### config.mk
export PLATFORM = sky130hd
export DESIGN_NAME = fifo_x9
export DESIGN_NICKNAME = d
export VERILOG_FILES = /design/src/shared/fifo_x9_pkg.sv /design/src/design/fifo_x9.sv
export SDC_FILE = /design/constraint.sdc
export NUM_CORES = 1
export LEC_CHECK = 0
export BUFFER_PORTS_ARGS = -buffer_cell sky130_fd_sc_hd__buf_2
export CAP_MARGIN = 10
export CORE_ASPECT_RATIO = 0.75
export CORE_MARGIN = 2
export CORE_UTILIZATION = 50
export CTS_BUF_LIST = sky130_fd_sc_hd__clkbuf_4
export DETAILED_ROUTE_END_ITERATION = 7
export PLACE_DENSITY = 0.66
export SYNTH_ARGS = -nofsm -noshare
export SYNTH_HDL_FRONTEND = slang
export SYNTH_SLANG_ARGS = --single-unit
export TNS_END_PERCENT = 50
### constraint.sdc
create_clock -name i_ref_clk -period 3.75 [get_ports i_ref_clk]
set_input_delay 0.375 -clock i_ref_clk [delete_from_list [all_inputs] [get_ports i_ref_clk]]
set_output_delay 0.375 -clock i_ref_clk [all_outputs]
set_load 0.02 [all_outputs]
### src/shared/fifo_x9_pkg.sv
// ============================================================
// Shared constants and carrier types for the 9-bit FIFO.
// ============================================================
package fifo_x9_pkg;

  // ============================================================
  // Storage geometry.
  // ============================================================
  localparam int DATA_W = 9;                 // Width of one stored word.
  localparam int PTR_W = 6;                  // Pointer width for 64 words.
  localparam int CNT_W = 7;                  // Fill count reaches 64.
  localparam logic [6:0] DEPTH = 7'h40;      // Words of storage.
  localparam logic [5:0] AE_OFF_RST = 6'h07; // Almost-empty offset after reset.
  localparam logic [5:0] AF_OFF_RST = 6'h07; // Almost-full offset after reset.

  // ============================================================
  // Register map, byte addresses on the AXI4-Lite slave.
  // ============================================================
  localparam int ADDR_W = 8;                      // Address bits decoded.
  localparam logic [7:0] REG_AE_OFFSET = 8'h00;   // Almost-empty offset, RW.
  localparam logic [7:0] REG_AF_OFFSET = 8'h04;   // Almost-full offset, RW.
  localparam logic [7:0] REG_FIFO_STATE = 8'h08;  // Fill count and flags, RO.
  localparam logic [7:0] REG_IRQ_STATUS = 8'h0C;  // Sticky events, RO.
  localparam logic [7:0] REG_IRQ_CLEAR = 8'h10;   // Write one to clear, WO.
  localparam logic [7:0] REG_IRQ_ENABLE = 8'h14;  // Event enables, RW.

  // Field positions inside the fifo state register.
  localparam int ST_EMPTY_N = 8;   // Empty flag, low when empty.
  localparam int ST_FULL_N = 9;    // Full flag, low when full.
  localparam int ST_AEMPTY_N = 10; // Almost-empty flag.
  localparam int ST_AFULL_N = 11;  // Almost-full flag.
  localparam int ST_MODE_EN2 = 12; // One when the dual pin is a second enable.

  // Event bits shared by status, clear and enable.
  localparam int EV_OVERFLOW = 0;  // Write refused while full.
  localparam int EV_UNDERFLOW = 1; // Read refused while empty.
  localparam int EV_AFULL = 2;     // Almost-full flag asserted.
  localparam int EV_AEMPTY = 3;    // Almost-empty flag asserted.
  localparam int EV_W = 4;         // Number of events.

  // Bus response codes.
  localparam logic [1:0] RESP_OKAY = 2'h0;   // Mapped access, except a read of the clear register.
  localparam logic [1:0] RESP_SLVERR = 2'h2; // Unmapped access.

  // Register index decode result.
  typedef enum logic [2:0] {
    SEL_AE, SEL_AF, SEL_STATE, SEL_IST, SEL_ICLR, SEL_IEN, SEL_NONE
  } reg_sel_t;

  // Master-to-slave AXI4-Lite signals.
  typedef struct packed {
    logic awvalid;
    logic [7:0] awaddr;
    logic wvalid;
    logic [31:0] wdata;
    logic [3:0] wstrb;
    logic bready;
    logic arvalid;
    logic [7:0] araddr;
    logic rready;
  } axil_req_t;

  // Slave-to-master AXI4-Lite signals.
  typedef struct packed {
    logic awready;
    logic wready;
    logic bvalid;
    logic [1:0] bresp;
    logic arready;
    logic rvalid;
    logic [31:0] rdata;
    logic [1:0] rresp;
  } axil_rsp_t;

endpackage

### src/design/fifo_x9.sv
`timescale 1ns/10ps
// Overview of operation
// - Reset works while the clock keeps running.
// - After reset data reads zero when enabled.
// - Dual pin high at reset: second enable.
// - Dual pin low at reset: offset load.
// - First word follows empty flag release.
// - First read latency bounded after empty write.
// - Almost-empty low below n words stored.
// - Almost-full low near full by offset.
// - Almost-full threshold is depth minus m.
// - Almost-full flag updates on the write edge.
// - Almost-empty flag updates on the read edge.
// - Full flag releases on the write edge.
// - Empty flag releases on the read edge.
module fifo_x9 (
  input wire logic i_ref_clk,
  input wire logic i_rst_n,
  input wire logic [fifo_x9_pkg::DATA_W-1:0] i_wr_data,
  input wire logic i_wr_en_primary_n,
  input wire logic i_wr_en2_or_load,
  input wire logic i_rd_en_primary_n,
  input wire logic i_rd_en_secondary_n,
  input wire logic i_out_en_n,
  input wire fifo_x9_pkg::axil_req_t i_axi,
  output logic [fifo_x9_pkg::DATA_W-1:0] o_rd_data,
  output logic o_rd_data_oe,
  output logic o_empty_flag_n,
  output logic o_full_flag_n,
  output logic o_almost_empty_flag_n,
  output logic o_almost_full_flag_n,
  output logic o_irq,
  output fifo_x9_pkg::axil_rsp_t o_axi
);
  import fifo_x9_pkg::*;

  // ============================================================
  // State of the block.
  // ============================================================
  typedef struct packed {
    logic [CNT_W-1:0] cnt;     // Words held.
    logic [PTR_W-1:0] wptr;    // Next slot to fill.
    logic [PTR_W-1:0] rptr;    // Next slot to drain.
    logic mode_en2;            // Dual pin acts as second enable.
    logic mode_pend;           // Mode not yet sampled since reset.
    logic load_af;             // Next load goes to the almost-full offset.
    logic [5:0] ae_off;        // Almost-empty offset n.
    logic [5:0] af_off;        // Almost-full offset m.
    logic [DATA_W-1:0] rdata;  // Read data output register.
    logic oe;                  // Read data drive enable.
    logic empty_n;             // Empty flag.
    logic full_n;              // Full flag.
    logic aempty_n;            // Almost-empty flag.
    logic afull_n;             // Almost-full flag.
    logic [EV_W-1:0] ist;      // Sticky events.
    logic [EV_W-1:0] ien;      // Event enables.
    logic irq;                 // Interrupt output register.
    logic aw_held;             // Write address captured.
    logic [ADDR_W-1:0] awaddr; // Captured write address.
    logic w_held;              // Write data captured.
    logic [31:0] wdata;        // Captured write data.
    logic [3:0] wstrb;         // Captured byte strobes.
    axil_rsp_t rsp;            // Registered bus outputs.
  } state_t;

  state_t st_r;   // Current state.
  state_t st_nxt; // Next state.
  logic [DATA_W-1:0] mem [0:63]; // Word storage.
  logic wr_try;   // Writer asks to store a word.
  logic load_try; // Writer asks to load an offset.
  logic rd_try;   // Reader asks for a word.
  logic wr_ok;    // Write taken.
  logic rd_ok;    // Read taken.

  // Maps a byte address onto a register selector.
  function automatic reg_sel_t decode(input logic [ADDR_W-1:0] addr);
    case (addr)
      REG_AE_OFFSET: decode = SEL_AE;
      REG_AF_OFFSET: decode = SEL_AF;
      REG_FIFO_STATE: decode = SEL_STATE;
      REG_IRQ_STATUS: decode = SEL_IST;
      REG_IRQ_CLEAR: decode = SEL_ICLR;
      REG_IRQ_ENABLE: decode = SEL_IEN;
      default: decode = SEL_NONE;
    endcase
  endfunction

  // ============================================================
  // Pin qualification.
  // ============================================================
  // Decodes the writer and reader enables against the latched mode.
  always_comb begin
    if (st_r.mode_en2) begin
      wr_try = !i_wr_en_primary_n && i_wr_en2_or_load;
      load_try = 1'b0;
    end else begin
      wr_try = !i_wr_en_primary_n && i_wr_en2_or_load;
      load_try = !i_wr_en_primary_n && !i_wr_en2_or_load && !st_r.mode_pend;
    end
    rd_try = !i_rd_en_primary_n && !i_rd_en_secondary_n;
    // Reads only see the registered empty flag, so a fresh word waits a cycle.
    wr_ok = wr_try && st_r.full_n;
    rd_ok = rd_try && st_r.empty_n;
  end

  // ============================================================
  // Next-state logic.
  // ============================================================
  // Computes pointers, flags, offsets, events and the bus slave.
  always_comb begin
    logic [CNT_W-1:0] cnt_n;
    logic [EV_W-1:0] ev;
    logic [31:0] rd_word;
    logic do_write;
    st_nxt = st_r;
    cnt_n = st_r.cnt;
    ev = '0;
    rd_word = '0;
    do_write = 1'b0;

    // The dual pin is sampled at the first edge after reset is released.
    if (st_r.mode_pend) begin
      st_nxt.mode_pend = 1'b0;
      st_nxt.mode_en2 = i_wr_en2_or_load;
    end
    // Pointer and count movement.
    if (wr_ok) begin
      st_nxt.wptr = st_r.wptr + 6'h01;
    end
    if (rd_ok) begin
      st_nxt.rptr = st_r.rptr + 6'h01;
      st_nxt.rdata = mem[st_r.rptr];
    end
    if (wr_ok && !rd_ok) begin
      cnt_n = st_r.cnt + 7'h01;
    end else if (rd_ok && !wr_ok) begin
      cnt_n = st_r.cnt - 7'h01;
    end
    st_nxt.cnt = cnt_n;
    st_nxt.oe = !i_out_en_n;
    // Offset load over the pins alternates almost-empty then almost-full.
    if (load_try) begin
      if (st_r.load_af) begin
        st_nxt.af_off = i_wr_data[5:0];
      end else begin
        st_nxt.ae_off = i_wr_data[5:0];
      end
      st_nxt.load_af = !st_r.load_af;
    end
    // ----- Bus write path: address and data are taken in either order.
    if (i_axi.awvalid && st_r.rsp.awready) begin
      st_nxt.aw_held = 1'b1;
      st_nxt.awaddr = i_axi.awaddr;
      st_nxt.rsp.awready = 1'b0;
    end
    if (i_axi.wvalid && st_r.rsp.wready) begin
      st_nxt.w_held = 1'b1;
      st_nxt.wdata = i_axi.wdata;
      st_nxt.wstrb = i_axi.wstrb;
      st_nxt.rsp.wready = 1'b0;
    end
    if (st_r.aw_held && st_r.w_held && !st_r.rsp.bvalid) begin
      do_write = st_r.wstrb[0];
      st_nxt.aw_held = 1'b0;
      st_nxt.w_held = 1'b0;
      st_nxt.rsp.bvalid = 1'b1;
      st_nxt.rsp.bresp = (decode(st_r.awaddr) == SEL_NONE) ? RESP_SLVERR : RESP_OKAY;
    end
    if (st_r.rsp.bvalid && i_axi.bready) begin
      st_nxt.rsp.bvalid = 1'b0;
      st_nxt.rsp.awready = 1'b1;
      st_nxt.rsp.wready = 1'b1;
    end
    // A pin load in the same cycle wins over a bus write to the same offset.
    if (do_write) begin
      case (decode(st_r.awaddr))
        SEL_AE: begin
          if (!(load_try && !st_r.load_af)) begin
            st_nxt.ae_off = st_r.wdata[5:0];
          end
        end
        SEL_AF: begin
          if (!(load_try && st_r.load_af)) begin
            st_nxt.af_off = st_r.wdata[5:0];
          end
        end
        SEL_ICLR: begin
          st_nxt.ist = st_r.ist & ~st_r.wdata[EV_W-1:0];
        end
        SEL_IEN: begin
          st_nxt.ien = st_r.wdata[EV_W-1:0];
        end
        default: begin end
      endcase
    end
    // Flags follow the new count in the same edge, as one clock drives both ports.
    st_nxt.empty_n = (cnt_n != 7'h00);
    st_nxt.full_n = (cnt_n != DEPTH);
    st_nxt.aempty_n = !(cnt_n < {1'b0, st_nxt.ae_off});
    st_nxt.afull_n = !(cnt_n >= (DEPTH - {1'b0, st_nxt.af_off}));
    // Events; a set in the clearing cycle survives the clear.
    ev[EV_OVERFLOW] = wr_try && !st_r.full_n;
    ev[EV_UNDERFLOW] = rd_try && !st_r.empty_n;
    ev[EV_AFULL] = st_r.afull_n && !st_nxt.afull_n;
    ev[EV_AEMPTY] = st_r.aempty_n && !st_nxt.aempty_n;
    st_nxt.ist = st_nxt.ist | ev;
    st_nxt.irq = |(st_nxt.ist & st_nxt.ien);
    // ----- Bus read path: answer one cycle after the address is taken.
    case (decode(i_axi.araddr))
      SEL_AE: rd_word = {26'h0, st_r.ae_off};
      SEL_AF: rd_word = {26'h0, st_r.af_off};
      SEL_STATE: begin
        rd_word[CNT_W-1:0] = st_r.cnt;
        rd_word[ST_EMPTY_N] = st_r.empty_n;
        rd_word[ST_FULL_N] = st_r.full_n;
        rd_word[ST_AEMPTY_N] = st_r.aempty_n;
        rd_word[ST_AFULL_N] = st_r.afull_n;
        rd_word[ST_MODE_EN2] = st_r.mode_en2;
      end
      SEL_IST: rd_word = {28'h0, st_r.ist};
      SEL_IEN: rd_word = {28'h0, st_r.ien};
      default: rd_word = '0;
    endcase
    if (i_axi.arvalid && st_r.rsp.arready) begin
      st_nxt.rsp.arready = 1'b0;
      st_nxt.rsp.rvalid = 1'b1;
      st_nxt.rsp.rdata = rd_word;
      st_nxt.rsp.rresp = (decode(i_axi.araddr) == SEL_NONE || decode(i_axi.araddr) == SEL_ICLR) ?
                         RESP_SLVERR : RESP_OKAY;
    end
    if (st_r.rsp.rvalid && i_axi.rready) begin
      st_nxt.rsp.rvalid = 1'b0;
      st_nxt.rsp.arready = 1'b1;
    end
  end

  // ============================================================
  // State register.
  // ============================================================
  // Asynchronous reset loads constants only; the clock may keep running.
  always_ff @(posedge i_ref_clk or negedge i_rst_n) begin
    if (!i_rst_n) begin
      st_r <= '0;
      st_r.mode_en2 <= 1'b1;
      st_r.mode_pend <= 1'b1;
      st_r.ae_off <= AE_OFF_RST;
      st_r.af_off <= AF_OFF_RST;
      st_r.full_n <= 1'b1;
      st_r.afull_n <= 1'b1;
      st_r.rsp.awready <= 1'b1;
      st_r.rsp.wready <= 1'b1;
      st_r.rsp.arready <= 1'b1;
    end else begin
      st_r <= st_nxt;
    end
  end

  // Storage writes need no reset.
  always_ff @(posedge i_ref_clk) begin
    if (wr_ok) begin
      mem[st_r.wptr] <= i_wr_data;
    end
  end

  // Outputs come straight from state flip-flops.
  assign o_rd_data = st_r.rdata;
  assign o_rd_data_oe = st_r.oe;
  assign o_empty_flag_n = st_r.empty_n;
  assign o_full_flag_n = st_r.full_n;
  assign o_almost_empty_flag_n = st_r.aempty_n;
  assign o_almost_full_flag_n = st_r.afull_n;
  assign o_irq = st_r.irq;
  assign o_axi = st_r.rsp;
endmodule

* Word level (Yosys, flattened, before mapping) *
Memories as Yosys holds them, arrays and structs flattened. A register that Yosys moved wholly into a read port is not among the register bits.
Cells that the tools add are included.

operators by class
  add/subtract/negate cells = 5
  reduce and logical (&&, ||, !) cells = 49
  eq/ne operators = 21
  magnitude comparators = 2
  muxes and demuxes = 36
  bitwise operators = 4

operators with widths
  cell                 number
  $mux 37              1
  $mux 36              1
  $mux 6               6
  $pmux 3 s6           2
  $pmux 7 s5           1
  $eq 8x4->1 const B   4
  $eq 8x5->1 const B   4
  $mux 12              2
  $logic_and 1x1->1    21
  $eq 3x3->1 const B   6
  $eq 8x3->1 const B   2
  $logic_not 8->1      2
  $logic_not 1->1      15
  $mux 3               5
  $mux 7               2
  $add 6x1->6 const B  2
  $reduce_bool 2->1    6
  $mux 9               1
  $and 4x4->4          2
  $mux 1               8
  $mux 4               2
  $mux 8               1
  $add 7x1->7 const B  1
  $ge 7x7->1           1
  14 further kinds     19

storage, ports and cells
  register bits after elaboration = 115
  RAM bits = 576
  input port bits = 73
  output and inout bits = 56
  logic and storage cells = 147
  memories kept = 1

memories
  memory  depth  width  rd ports  clocked after memory_dff  wr ports  RTL line       RTL
  mem     64     9      1         1                         1         fifo_x9.sv:68  logic [DATA_W-1:0] mem [0:63];

* Depth between registers and ports, before layout *
Gate-level depths: netlist of run 1.

  depth in word-level cells = 14
  depth in mapped cells = 16
  gate-level depth less buffers = 15

* Worst setup path before layout of run 1 *
OpenSTA, ideal clock, no wires.

  path type = reg-to-reg
  start = register st_r[78] (netlist bit)
  end = register st_r (netlist bit o_irq)
  data required time = 3.613 ns
  arrival time = 3.414 ns
  setup time = 0.137 ns
  clock period less this slack = 3.551 ns
  slack = 0.199 ns
  path buffers = 1
  stages on the path, launching flop included = 16
  path through = dfrtp_1 or4_4 buf_6 nor4_4 mux2i_1 a21oi_1 nor3_1 nand3_1 xnor2_1 ha_1 a21o_1 a21oi_1 o211ai_1 a22o_1 nand2_1 o211ai_2

RTL lines
  element                 RTL line        RTL
  start, declared         fifo_x9.sv:66   state_t st_r;
  start signal, assigned  fifo_x9.sv:254  st_r <= st_nxt;

==> out/metrics.cfg, run 1 <==
[status]
outcome=complete, no violations

[pwr]
netSwitchingPower_w=0.00659
power.switching_fraction_pct=31.4
combinationalPowerShare_pct=27.7
max-vdd-ir-drop_uv=322
pwr-share-seq_pct=44.7
cellPowerDensity_nw_per_um2=672
leakage_nw=10.9
intPower_w=0.0144
pwr-share-clk_pct=27.6

[finish]
layout-area-overhead-vs-synth_pct=15.1
post_route_cells_drive_above_1_share_pct=35.7
finish.net_count=1836
layout_commonest_cell=edfxtp_1
num-fill-cells=4046
most-common-layout-cells=576 x edfxtp_1, 230 x clkbuf_4, 162 x mux4_2, 103 x buf_4, 91 x nor2_1

[timing]
setup_repair_after_global_routing_missed_its_margin=false
final_worst_clock_skew_ns=0.0314
fmaxAchievable_ghz=0.283
report.final.setup_viol=0
final.hold.worst_slack_ns=0.115
hold_violations=0
count_of_final_max_slew_check_failures=0
period_share_pct=94.3
min_period_ns=3.53
relSlewSlack_pct=19.5
fin_tns_setup_ns=0
worst-slew-pin-transition_ns=1.21

[logic_synthesis]
synth_top_family_by_area=multiplexers
mapped_avg_cell_area_sq_um=18.7
synth_seq_area_share_pct=72.4
yosysWarningCount=0
mux_contribution_to_synthesized_area_pct=16.3
synth_xor_xnor_area_share_pct=0.673
synth_edf_count=576
synth-seq-cells=669
yosys.area_share.simple_pct=4.50
synth_flop_cell=edfxtp_1
synth_adder_area_share_pct=0.784
asr_flop_ratio_synth_pct=13.9
synth_cell_type_count=59
compound_gate_fraction_of_synth_area_pct=2.70
syn-cell-area_sq_um=27100
syn-instance-count=1451

[min_path]
min-delay-path-class=in -> reg
timing.hold.worst.start=i_wr_data[8]
min_path_cells=1
whs_endpoint=mem[29][8]$_DFFE_PP_

[clocking]
htree_levels=4
clock_tree_from_tritoncts=done
cts-root-buf=clkbuf_4
cts_max_path_buffers=3
path_clk_slew_ns=0.07
cts_made_buffers=158
cts_num_sinks=669
clock_latency_ns=0.86

[setup_path]
r2r.worst_path.cells=15
reg2reg_to=o_irq$_DFF_PN0_
cp_cell_sequence=or4_4, nor4_4, buf_6, mux2i_1, a21oi_1, inv_2, ha_1, inv_1, ha_1, a21o_1, a21oi_1, o211ai_1, a22o_1, nand2_1, o211ai_2
crit-reg2reg-launch=st_r[78]$_DFFE_PN0P_
cp_slowest_stage_delay_ns=0.60
worst-path-max-fanout=8
arrival_ns=4.24
startpoint_type=flop
critical_path.slowest_cell=or4_4
timing_worst_setup_path_type=reg -> reg
critical_path_rt_ns=4.45
cp-end-kind=flop
ff2ff_setup_slack_ns=0.22

[detailed_routing]
route.met3.wl_um=5720
avgRoutedWirePerCell_um=24.0
top_layer=met4
met2RoutedLength_um=28000
avgViaCountPerCell=5.66
via_count=14600
first_iter_violations=1641
m1WireLength_um=27700
drt_pass1_iterations=5
residual_antenna_violating_net_count_after_detailed_routing=0
wirelength_um=62100
detail_route.drc_violations=0

[global_route]
antenna_found_initial=3
first_global_vias=14500
wire_length_of_the_first_global_routing_pass_um=92400
globalRoute.totalOverflow=0
grt_start_max_net_pins=66
gr_usage_total_pct=22.8

[die]
core_sq_um=53300
design.portCount=129
initial_utilization_pct=50.9
die_area_sq_um=56200
placementRows=73
dieHeight_um=206
die_boundary_width_um=273

[flow_run]
drv_cap=0

[placement]
place.gp.congestion=0.859
numPortBuffers=77
place_hpwl_um=38700

-- worst max-delay path by stage --
stage	cells past startpoint	end	slack [ns]	startpoint
2_1_floorplan	15	o_irq$_DFF_PN0_	0.20	st_r[78]$_DFFE_PN0P_
3_3_place_gp	15	o_irq$_DFF_PN0_	0.14	st_r[78]$_DFFE_PN0P_
3_5_place_dp	15	o_irq$_DFF_PN0_	0.12	st_r[78]$_DFFE_PN0P_
4_1_cts	15	o_irq$_DFF_PN0_	0.11	st_r[78]$_DFFE_PN0P_
5_1_grt	15	o_irq$_DFF_PN0_	0.05	st_r[78]$_DFFE_PN0P_
6_report	15	o_irq$_DFF_PN0_	0.22	st_r[78]$_DFFE_PN0P_
-- stage by stage --
| stage | cell area, sq um | util, % | worst slack, ns | cells | power (W) |
|---|---|---|---|---|---|
| 2_1_floorplan | 27200 | - | 0.199 | 1473 | 0.0133 |
| 4_1_cts | 31200 | 58.5 | 0.110 | 2582 | 0.0211 |
| 3_5_place_dp | 28800 | 53.9 | 0.116 | 2254 | 0.0153 |
| 3_3_place_gp | 28800 | 53.9 | 0.139 | 2254 | 0.0152 |
| 6_report | 31200 | 58.5 | 0.215 | 2587 | 0.0210 |
| 5_1_grt | 31200 | 58.5 | 0.0521 | 2587 | 0.0220 |
-- kinds of logic (layout without fill, tap and decap cells) --
kind of cell             count (synthesis)  after routing
adder cells (fa/ha/maj)                 17             17
multiplexers                           233            233
XOR/XNOR                                20             20
AND/OR/NAND/NOR                        258            258
other                                    1             26
buffers and inverters                  139            538
flip-flops                             669            669
AO/OA/AOI/OAI                          114            114
-- power groups by stage --
| stage | registers (W) | logic [W] | clock network (W) |
|---|---|---|---|
| detailed placement | 0.00951 | 0.00576 | 0 |
| global route | 0.00944 | 0.00623 | 0.00633 |
| finish | 0.00938 | 0.00581 | 0.00579 |
| CTS | 0.00935 | 0.00583 | 0.00595 |
| global placement | 0.00949 | 0.00568 | 0 |
| floorplan | 0.00898 | 0.00430 | 0 |
-- state kept, by name (all words and copies together) (netlist names) --
signal and flops:
st_r 59, o_rd_data 9, o_axi 19, o_almost_full_flag_n 1
o_empty_flag_n 1, o_irq 1, o_full_flag_n 1, mem 576
o_almost_empty_flag_n 1, o_rd_data_oe 1
-- synthesized netlist by cell type, types with 6 or more instances --
| master | n | area [sq um] |
|---|---|---|
| a21boi_0 | 12 | 90.1 |
| buf_4 | 50 | 375 |
| nand4_1 | 15 | 93.8 |
| mux4_2 | 162 | 3650 |
| xnor2_1 | 13 | 114 |
| mux2_2 | 39 | 439 |
| buf_1 | 10 | 37.5 |
| nand2_1 | 78 | 293 |
| a22oi_1 | 16 | 120 |
| clkbuf_1 | 49 | 184 |
| o21ai_0 | 20 | 100 |
| nand3_1 | 27 | 135 |
| a21oi_1 | 29 | 145 |
| nor4_1 | 6 | 37.5 |
| inv_1 | 23 | 86.3 |
| ha_1 | 17 | 213 |
| dfrtp_1 | 80 | 2000 |
| mux2i_1 | 30 | 300 |
| dfstp_2 | 13 | 342 |
| xor2_1 | 6 | 52.6 |
| edfxtp_1 | 576 | 17300 |
| a22o_1 | 7 | 61.3 |
| a21o_1 | 6 | 45.0 |
| nor2_1 | 91 | 342 |
-- repair_timing --
item                                    CTS  global route
setup buffers                             0             2
endpoints found under the setup margin    0             1
hold buffers                             42             0
hold endpoints to repair                111             0
gates resized for setup                   0             2
-- final cells by class --
class,instances,area [sq um],area share [%]
multi-input combinational,665,6860,22.0
timing repair buffer,228,1710,5.46
clock buffer,230,1730,5.53
tap,712,891,2.85
sequential,669,19700,62.9
antenna,3,7.51,0.0240
inverter,24,90.1,0.289
clock inverter,56,292,0.934
-- routing by layer --
layer | global-route usage (%) | vias up
met5 | 0 | -
met4 | 5.72 | 0
met3 | 6.03 | 68
met2 | 32.8 | 639
met1 | 34.9 | 7524
li1 | - | 6414
-- critical path, delay by kind of cell, from the launching register on --
kind	cells	cell delay (ns)
compound gates	6	1.13
fa+ha+maj	2	0.56
buf+inv	3	0.29
flops	1	0.37
mux	1	0.10
simple gates	3	0.97
(Power assumes the default switching activity.)
==> run 2: changes to the inputs <==
PLACE_DENSITY = 0.63   (was 0.66)
clock period = 4.05 ns   (was 3.75 ns; I/O delays follow)
==> run 2 against run 1 <==
Against the previous run:
- total power down 8.5%
- routed wire length fell by 0.89%
- hold slack gained 0.0073 ns
- via count decreased by 0.85%
- register-to-register slack better by 0.14 ns
- sequential power fell by 7.2%
- worst setup slack improved by 0.14 ns
- critical path depth stayed put
- fmax down 4.3%
- utilization down 0.69 points
- critical path type unchanged
- largest cell class unchanged
- largest power group unchanged
- highest routed layer unchanged
==> out/metrics.cfg, run 2 (synthesis gave the netlist of run 1 again) <==
[status]
outcome=complete, no violations  ; unchanged

[timing]
final_worst_clock_skew_ns=0.0413  ; was 0.0314 ns
worst-slew-pin-transition_ns=0.986  ; was 1.21 ns
fmaxAchievable_ghz=0.271  ; was 0.283 GHz
count_of_final_max_slew_check_failures=0  ; unchanged
report.final.setup_viol=0  ; unchanged
fin_tns_setup_ns=0  ; unchanged
min_period_ns=3.70  ; was 3.53 ns
setup_repair_after_global_routing_missed_its_margin=false  ; unchanged
period_share_pct=91.2  ; was 94.3%
hold_violations=0  ; unchanged
relSlewSlack_pct=33.6  ; was 19.5%

[finish]
sequential_cell_area_sq_um=19700  ; about the same
layout_commonest_cell=edfxtp_1  ; unchanged
layout.core_utilization_pct=57.9  ; was 58.5%
num-fill-cells=4160  ; was 4046
most-common-layout-cells=576 x edfxtp_1, 235 x clkbuf_4, 162 x mux4_2, 91 x nor2_1, 78 x nand2_1  ; was 576 x edfxtp_1, 230 x clkbuf_4, 162 x mux4_2, 103 x buf_4, 91 x nor2_1
finish.net_count=1806  ; was 1836
registers.top_by_ff_count=mem  ; unchanged
largest_reg_flops=576  ; unchanged
layout-area-overhead-vs-synth_pct=13.7  ; was 15.1%
post_route_cells_drive_above_1_share_pct=34.7  ; was 35.7%
multi_input_comb_area_sq_um=6860  ; about the same

[clocking]
clock_latency_ns=0.86  ; about the same
path_clk_slew_ns=0.07  ; about the same
cts-root-buf=clkbuf_4  ; unchanged
post_cts_resize_count=0  ; unchanged
cts_num_sinks=669  ; unchanged
clock_tree_from_tritoncts=done  ; unchanged
htree_levels=4  ; unchanged
cts_max_path_buffers=3  ; unchanged
cts_made_buffers=158  ; unchanged

[detailed_routing]
via_count=14500  ; was 14600
wirelength_um=61600  ; was 62100 um
first_iter_violations=1569  ; was 1641
detail_route.drc_violations=0  ; unchanged
drt_pass1_iterations=5  ; unchanged
avgRoutedWirePerCell_um=24.3  ; was 24.0 um
residual_antenna_violating_net_count_after_detailed_routing=0  ; unchanged
avgViaCountPerCell=5.73  ; was 5.66

[setup_path]
startpoint_type=flop  ; unchanged
arrival_ns=4.40  ; was 4.24 ns
cp_slowest_stage_delay_ns=0.58  ; was 0.60 ns
critical_path.slowest_cell=or4bb_1  ; was or4_4
cp_cell_sequence=or4bb_1, nor4_4, buf_4, buf_4, o211ai_1, nor3_1, nand3_1, xnor2_1, ha_1, a21o_1, a21oi_1, o211ai_1, a22o_1, nand2_1, o211ai_2  ; was or4_4, nor4_4, buf_6, mux2i_1, a21oi_1, inv_2, ha_1, inv_1, ha_1, a21o_1, a21oi_1, o211ai_1, a22o_1, nand2_1, o211ai_2
timing_worst_setup_path_type=reg -> reg  ; unchanged
cp-end-kind=flop  ; unchanged
critical_path_rt_ns=4.75  ; was 4.45 ns
worst-path-max-fanout=5  ; was 8

[pwr]
intPower_w=0.0132  ; was 0.0144 W
netSwitchingPower_w=0.00599  ; was 0.00659 W
max-vdd-ir-drop_uv=269  ; was 322 uV
leakage_nw=10.7  ; was 10.9 nW
pwr-share-clk_pct=27.0  ; was 27.6%
pwr-share-seq_pct=45.4  ; was 44.7%
power.switching_fraction_pct=31.2  ; was 31.4%
combinationalPowerShare_pct=27.7  ; about the same
cellPowerDensity_nw_per_um2=622  ; was 672 nW/um^2

[global_route]
antenna_found_initial=1  ; was 3
wire_length_of_the_first_global_routing_pass_um=91800  ; was 92400 um
first_global_vias=14500  ; about the same
gr_usage_total_pct=22.6  ; was 22.8%
grt_start_max_net_pins=66  ; unchanged
globalRoute.totalOverflow=0  ; unchanged

[die]
placementRows=73  ; unchanged
die_boundary_width_um=273  ; unchanged
initial_utilization_pct=50.9  ; unchanged
dieHeight_um=206  ; unchanged
die_area_sq_um=56200  ; unchanged
design.portCount=129  ; unchanged
core_sq_um=53300  ; unchanged

[placement]
numPortBuffers=77  ; unchanged
place_hpwl_um=37700  ; was 38700 um
place.gp.congestion=0.828  ; was 0.859

[min_path]
min-delay-path-class=in -> reg  ; unchanged

[flow_run]
drv_cap=0  ; unchanged

run 2: changes by cell type in the layout (fill, tap and decap cells not counted), sizes merged:
cell / previous run / this run
buf: 186 / 159
clkinv: 47 / 22
clkbuf: 230 / 235
dlygate4sd3: 42 / 39
clkinvlp: 3 / 1
diode: 3 / 1
bufinv: 2 / 1
run 2: cell type report:
| type | count | share of cell area (%) |
|---|---|---|
| clock inverters | 28 | 0.438 |
| well taps | 712 | 2.89 |
| clock buffers | 235 | 5.72 |
| inverters | 24 | 0.292 |
| flip-flops and latches | 669 | 63.7 |
| repair buffers | 198 | 4.76 |
| multi-input cells | 665 | 22.2 |
| diodes | 1 | 0.00811 |
run 2: worst paths after layout:
check                                   endpoint  depth (start not counted)  slack [ns]             startpoint
max in group asynchronous  o_axi[40]$_DFFE_PN1P_                          3        2.84                i_rst_n
min in group asynchronous  o_axi[14]$_DFFE_PN0P_                          2        0.18                i_rst_n
setup / recovery                 o_irq$_DFF_PN0_                         15        0.35   st_r[81]$_DFFE_PN0P_
setup reg to reg                 o_irq$_DFF_PN0_                         15        0.35   st_r[81]$_DFFE_PN0P_
hold / removal               st_r[112]$_DFF_PN1_                          3        0.12           i_wr_data[2]
hold reg to reg            o_axi[37]$_DFFE_PN0P_                          2        0.48  o_axi[37]$_DFFE_PN0P_
run 2: power by group through the flow:
stage                     logic, W  clock network (W)  registers [W]
after floorplan            0.00398                  0        0.00832
after global placement     0.00523                  0        0.00881
after detailed placement   0.00528                  0        0.00884
after CTS                  0.00534            0.00534        0.00869
after global routing       0.00574            0.00567        0.00877
final                      0.00531            0.00517        0.00870
run 2: critical path, delay by kind of cell, from the launching register on:
family / cells / cell delay, ns
AO/OA/AOI/OAI: 6 / 1.02
AND/OR/NAND/NOR: 5 / 1.36
XOR/XNOR: 1 / 0.15
flip-flops: 1 / 0.41
buffers and inverters: 2 / 0.29
adder cells (fa/ha/maj): 1 / 0.33
run 2: timing repair:
| action | CTS | global route |
|---|---|---|
| hold buffers | 39 | 0 |
| endpoints found under the hold margin | 97 | 0 |
| buffers inserted | 0 | 3 |
| endpoints found under the setup margin | 0 | 1 |
run 2: layer usage:
layer	vias to the layer above	GRT usage, %	wire length (um)
met1	7530	33.5	27200
met5	-	0	0
met4	0	6.17	943
met2	585	32.9	28100
li1	6336	-	-
met3	70	6.73	5380
run 2: through the flow:
step	hold slack (ns)	instance area (sq um)	std cells	setup slack [ns]	total power, W
CTS	0.0128	30800	2528	0.261	0.0194
global route	0.0396	30900	2532	0.0903	0.0202
global placement	0.467	28500	2226	0.336	0.0140
floorplan	0.109	27200	1473	0.499	0.0123
finish	0.122	30900	2532	0.355	0.0192
detailed placement	0.473	28500	2226	0.276	0.0141
==> run 3: changes to the inputs <==
==> constraint.sdc (replaced) <==
create_clock -name i_ref_clk -period 4.05 [get_ports i_ref_clk]
set_input_delay 0.6075 -clock i_ref_clk [delete_from_list [all_inputs] [get_ports i_ref_clk]]
set_output_delay 0.6075 -clock i_ref_clk [all_outputs]
set_load 0.02 [all_outputs]
==> run 3 against run 2 <==
Against the previous run:
- worst setup slack worse by 0.011 ns
- count of clock-buffer cells in the layout up 11
- global-route usage hardly changed
- routed wire length increased by 0.45%
- largest power group unchanged
- largest cell class unchanged
- clock power up 6.0%
- die area unchanged
- critical path type unchanged
- via count shrank 0.50%
- highest routed layer unchanged
==> out/metrics.cfg, run 3 (synthesis gave the netlist of run 1 again) <==
[pwr]
netSwitchingPower_w=0.00608  ; was 0.00599 W
max-vdd-ir-drop_uv=303  ; was 269 uV
pwr-share-clk_pct=28.2  ; was 27.0%
intPower_w=0.0134  ; was 0.0132 W
cellPowerDensity_nw_per_um2=627  ; was 622 nW/um^2
pwr-share-seq_pct=44.6  ; was 45.4%
power.switching_fraction_pct=31.3  ; was 31.2%
combinationalPowerShare_pct=27.2  ; was 27.7%
leakage_nw=10.8  ; was 10.7 nW

[clocking]
cts_max_path_buffers=3  ; unchanged
htree_levels=4  ; unchanged
clock_latency_ns=0.88  ; was 0.86 ns
path_clk_slew_ns=0.06  ; was 0.07 ns
cts-root-buf=clkbuf_4  ; unchanged
post_cts_resize_count=0  ; unchanged
cts_made_buffers=162  ; was 158
clock_tree_from_tritoncts=done  ; unchanged
cts_num_sinks=669  ; unchanged

[detailed_routing]
via_count=14400  ; was 14500
avgRoutedWirePerCell_um=24.1  ; was 24.3 um
detail_route.drc_violations=0  ; unchanged
wirelength_um=61900  ; was 61600 um
first_iter_violations=1334  ; was 1569
drt_pass1_iterations=5  ; unchanged
avgViaCountPerCell=5.64  ; was 5.73
residual_antenna_violating_net_count_after_detailed_routing=0  ; unchanged

[setup_path]
arrival_ns=4.42  ; was 4.40 ns
r2r.worst_path.cells=15  ; unchanged
worst-path-max-fanout=6  ; was 5
critical_path.slowest_cell=or4bb_1  ; unchanged
startpoint_type=flop  ; unchanged
cp_cell_sequence=or4bb_1, nor4_4, buf_4, mux2i_1, a21oi_1, nor3_1, nand3_1, xnor2_1, ha_1, a21o_1, a21oi_1, o211ai_1, a22o_1, nand2_1, o211ai_2  ; was or4bb_1, nor4_4, buf_4, buf_4, o211ai_1, nor3_1, nand3_1, xnor2_1, ha_1, a21o_1, a21oi_1, o211ai_1, a22o_1, nand2_1, o211ai_2
cp_slowest_stage_delay_ns=0.54  ; was 0.58 ns
cp-end-kind=flop  ; unchanged
critical_path_rt_ns=4.77  ; was 4.75 ns
worst-path-buf-inv=1  ; was 2
cp.depth=15  ; unchanged
timing_worst_setup_path_type=reg -> reg  ; unchanged
critical-path-top-delay-family=simple AND/OR/NAND/NOR gates  ; unchanged
path_common_cell=a21oi_1

[global_route]
wire_length_of_the_first_global_routing_pass_um=91500  ; was 91800 um
grt_start_max_net_pins=72  ; was 66
antenna_found_initial=5  ; was 1
globalRoute.totalOverflow=0  ; unchanged
first_global_vias=14400  ; was 14500
gr_usage_total_pct=22.6  ; about the same

[timing]
final_worst_clock_skew_ns=0.0542  ; was 0.0413 ns
setup_repair_after_global_routing_missed_its_margin=false  ; unchanged
timing.final.ws_setup_ns=0.344  ; was 0.355 ns
report.final.setup_viol=0  ; unchanged
relSlewSlack_pct=17.1  ; was 33.6%
count_of_final_max_slew_check_failures=0  ; unchanged
hold_violations=0  ; unchanged
min_period_ns=3.71  ; was 3.70 ns
fmaxAchievable_ghz=0.270  ; was 0.271 GHz
fin_tns_setup_ns=0  ; unchanged
worst-slew-pin-transition_ns=1.24  ; was 0.986 ns
period_share_pct=91.5  ; was 91.2%

[placement]
pre_cts_slack_ns=0.275  ; was 0.276 ns
place_hpwl_um=38000  ; was 37700 um
numPortBuffers=77  ; unchanged
placement_cell_area_sq_um=28600  ; was 28500 sq um
place.gp.congestion=0.855  ; was 0.828

[finish]
largest_reg_flops=576  ; unchanged
postLayoutCellArea_sq_um=31000  ; was 30900 sq um
layout_commonest_cell=edfxtp_1  ; unchanged
registers.top_by_ff_count=mem  ; unchanged
most-common-layout-cells=576 x edfxtp_1, 246 x clkbuf_4, 162 x mux4_2, 98 x buf_4, 91 x nor2_1  ; was 576 x edfxtp_1, 235 x clkbuf_4, 162 x mux4_2, 91 x nor2_1, 78 x nand2_1
finish.net_count=1815  ; was 1806
layout-area-overhead-vs-synth_pct=14.2  ; was 13.7%
post_route_cells_drive_above_1_share_pct=36.1  ; was 34.7%

[die]
initial_utilization_pct=50.9  ; unchanged
dieHeight_um=206  ; unchanged
die_boundary_width_um=273  ; unchanged
core_sq_um=53300  ; unchanged
placementRows=73  ; unchanged
design.portCount=129  ; unchanged
die_area_sq_um=56200  ; unchanged

[min_path]
min_path_cells=1  ; was 3
min-delay-path-class=in -> reg  ; unchanged

[flow_run]
drv_cap=0  ; unchanged

[status]
outcome=complete, no violations  ; unchanged

==> run 3: changes by cell type in the layout (fill, tap and decap cells not counted), sizes merged <==
cell / change
buf: +18
clkinvlp: +2
clkinv: +8
dlygate4sd3: -13
inv: +1
clkbuf: +11
diode: +3
bufinv: +1
==> run 3: final timing paths <==
kind	start	end	slack, ns
min reg2reg	o_axi[3]$_DFFE_PN0P_	o_axi[3]$_DFFE_PN0P_	0.49
min in group asynchronous	i_rst_n	o_axi[12]$_DFFE_PN0P_	0.43
max reg2reg	st_r[82]$_DFFE_PN0P_	o_irq$_DFF_PN0_	0.34
min	i_wr_data[8]	mem[52][8]$_DFFE_PP_	0.08
max	st_r[82]$_DFFE_PN0P_	o_irq$_DFF_PN0_	0.34
max in group asynchronous	i_rst_n	o_axi[40]$_DFFE_PN1P_	2.62
==> run 3: per-layer routing <==
metal | wire, um | up-vias | track usage (%) | part of all wire (%)
li1 | - | 6368 | - | -
met1 | 27800 | 7407 | 33.8 | 45
met2 | 28100 | 594 | 32.8 | 45
met3 | 5020 | 80 | 6.55 | 8.1
met4 | 867 | 0 | 5.85 | 1.4
met5 | 0 | - | 0 | 0
==> run 3: area by class of cell <==
class / instances / area [sq um]
tap: 712 / 891
sequential: 669 / 19700
clock buffer: 246 / 1850
multi-input combinational: 665 / 6860
inverter: 24 / 90.1
fill: 4069 / 22300
timing repair buffer: 203 / 1440
antenna: 4 / 10.0
clock inverter: 40 / 216
==> run 3: repair_timing <==
item / CTS / global route
setup buffers: 0 / 2
endpoints found under the hold margin: 84 / 0
setup endpoints to repair: 0 / 1
hold buffers: 26 / 0
==> run 3: power by group through the flow <==
stage	clock network [W]	logic, W	registers [W]
detailed placement	0	0.00527	0.00880
finish	0.00548	0.00529	0.00867
global placement	0	0.00522	0.00878
floorplan	0	0.00398	0.00832
CTS	0.00564	0.00532	0.00866
global route	0.00600	0.00567	0.00874
==> run 3: through the flow <==
step | instances | power (W) | utilization (%) | hold slack [ns]
after floorplan | 1473 | 0.0123 | - | 0.312
after global placement | 2245 | 0.0140 | 53.7 | 0.470
after detailed placement | 2245 | 0.0141 | 53.7 | 0.478
after CTS | 2557 | 0.0196 | 58.1 | 0.000381
after global routing | 2562 | 0.0204 | 58.1 | -0.00736
final | 2563 | 0.0194 | 58.1 | 0.0843
==> run 3: worst register-to-register path, delay by kind of cell (launching register included) <==
kind / cells / cell delay [ns]
adder cells (fa/ha/maj): 1 / 0.34
multiplexers: 1 / 0.18
AND/OR/NAND/NOR: 5 / 1.34
flip-flops: 1 / 0.43
XOR/XNOR: 1 / 0.15
buffers and inverters: 1 / 0.19
AO/OA/AOI/OAI: 6 / 0.94
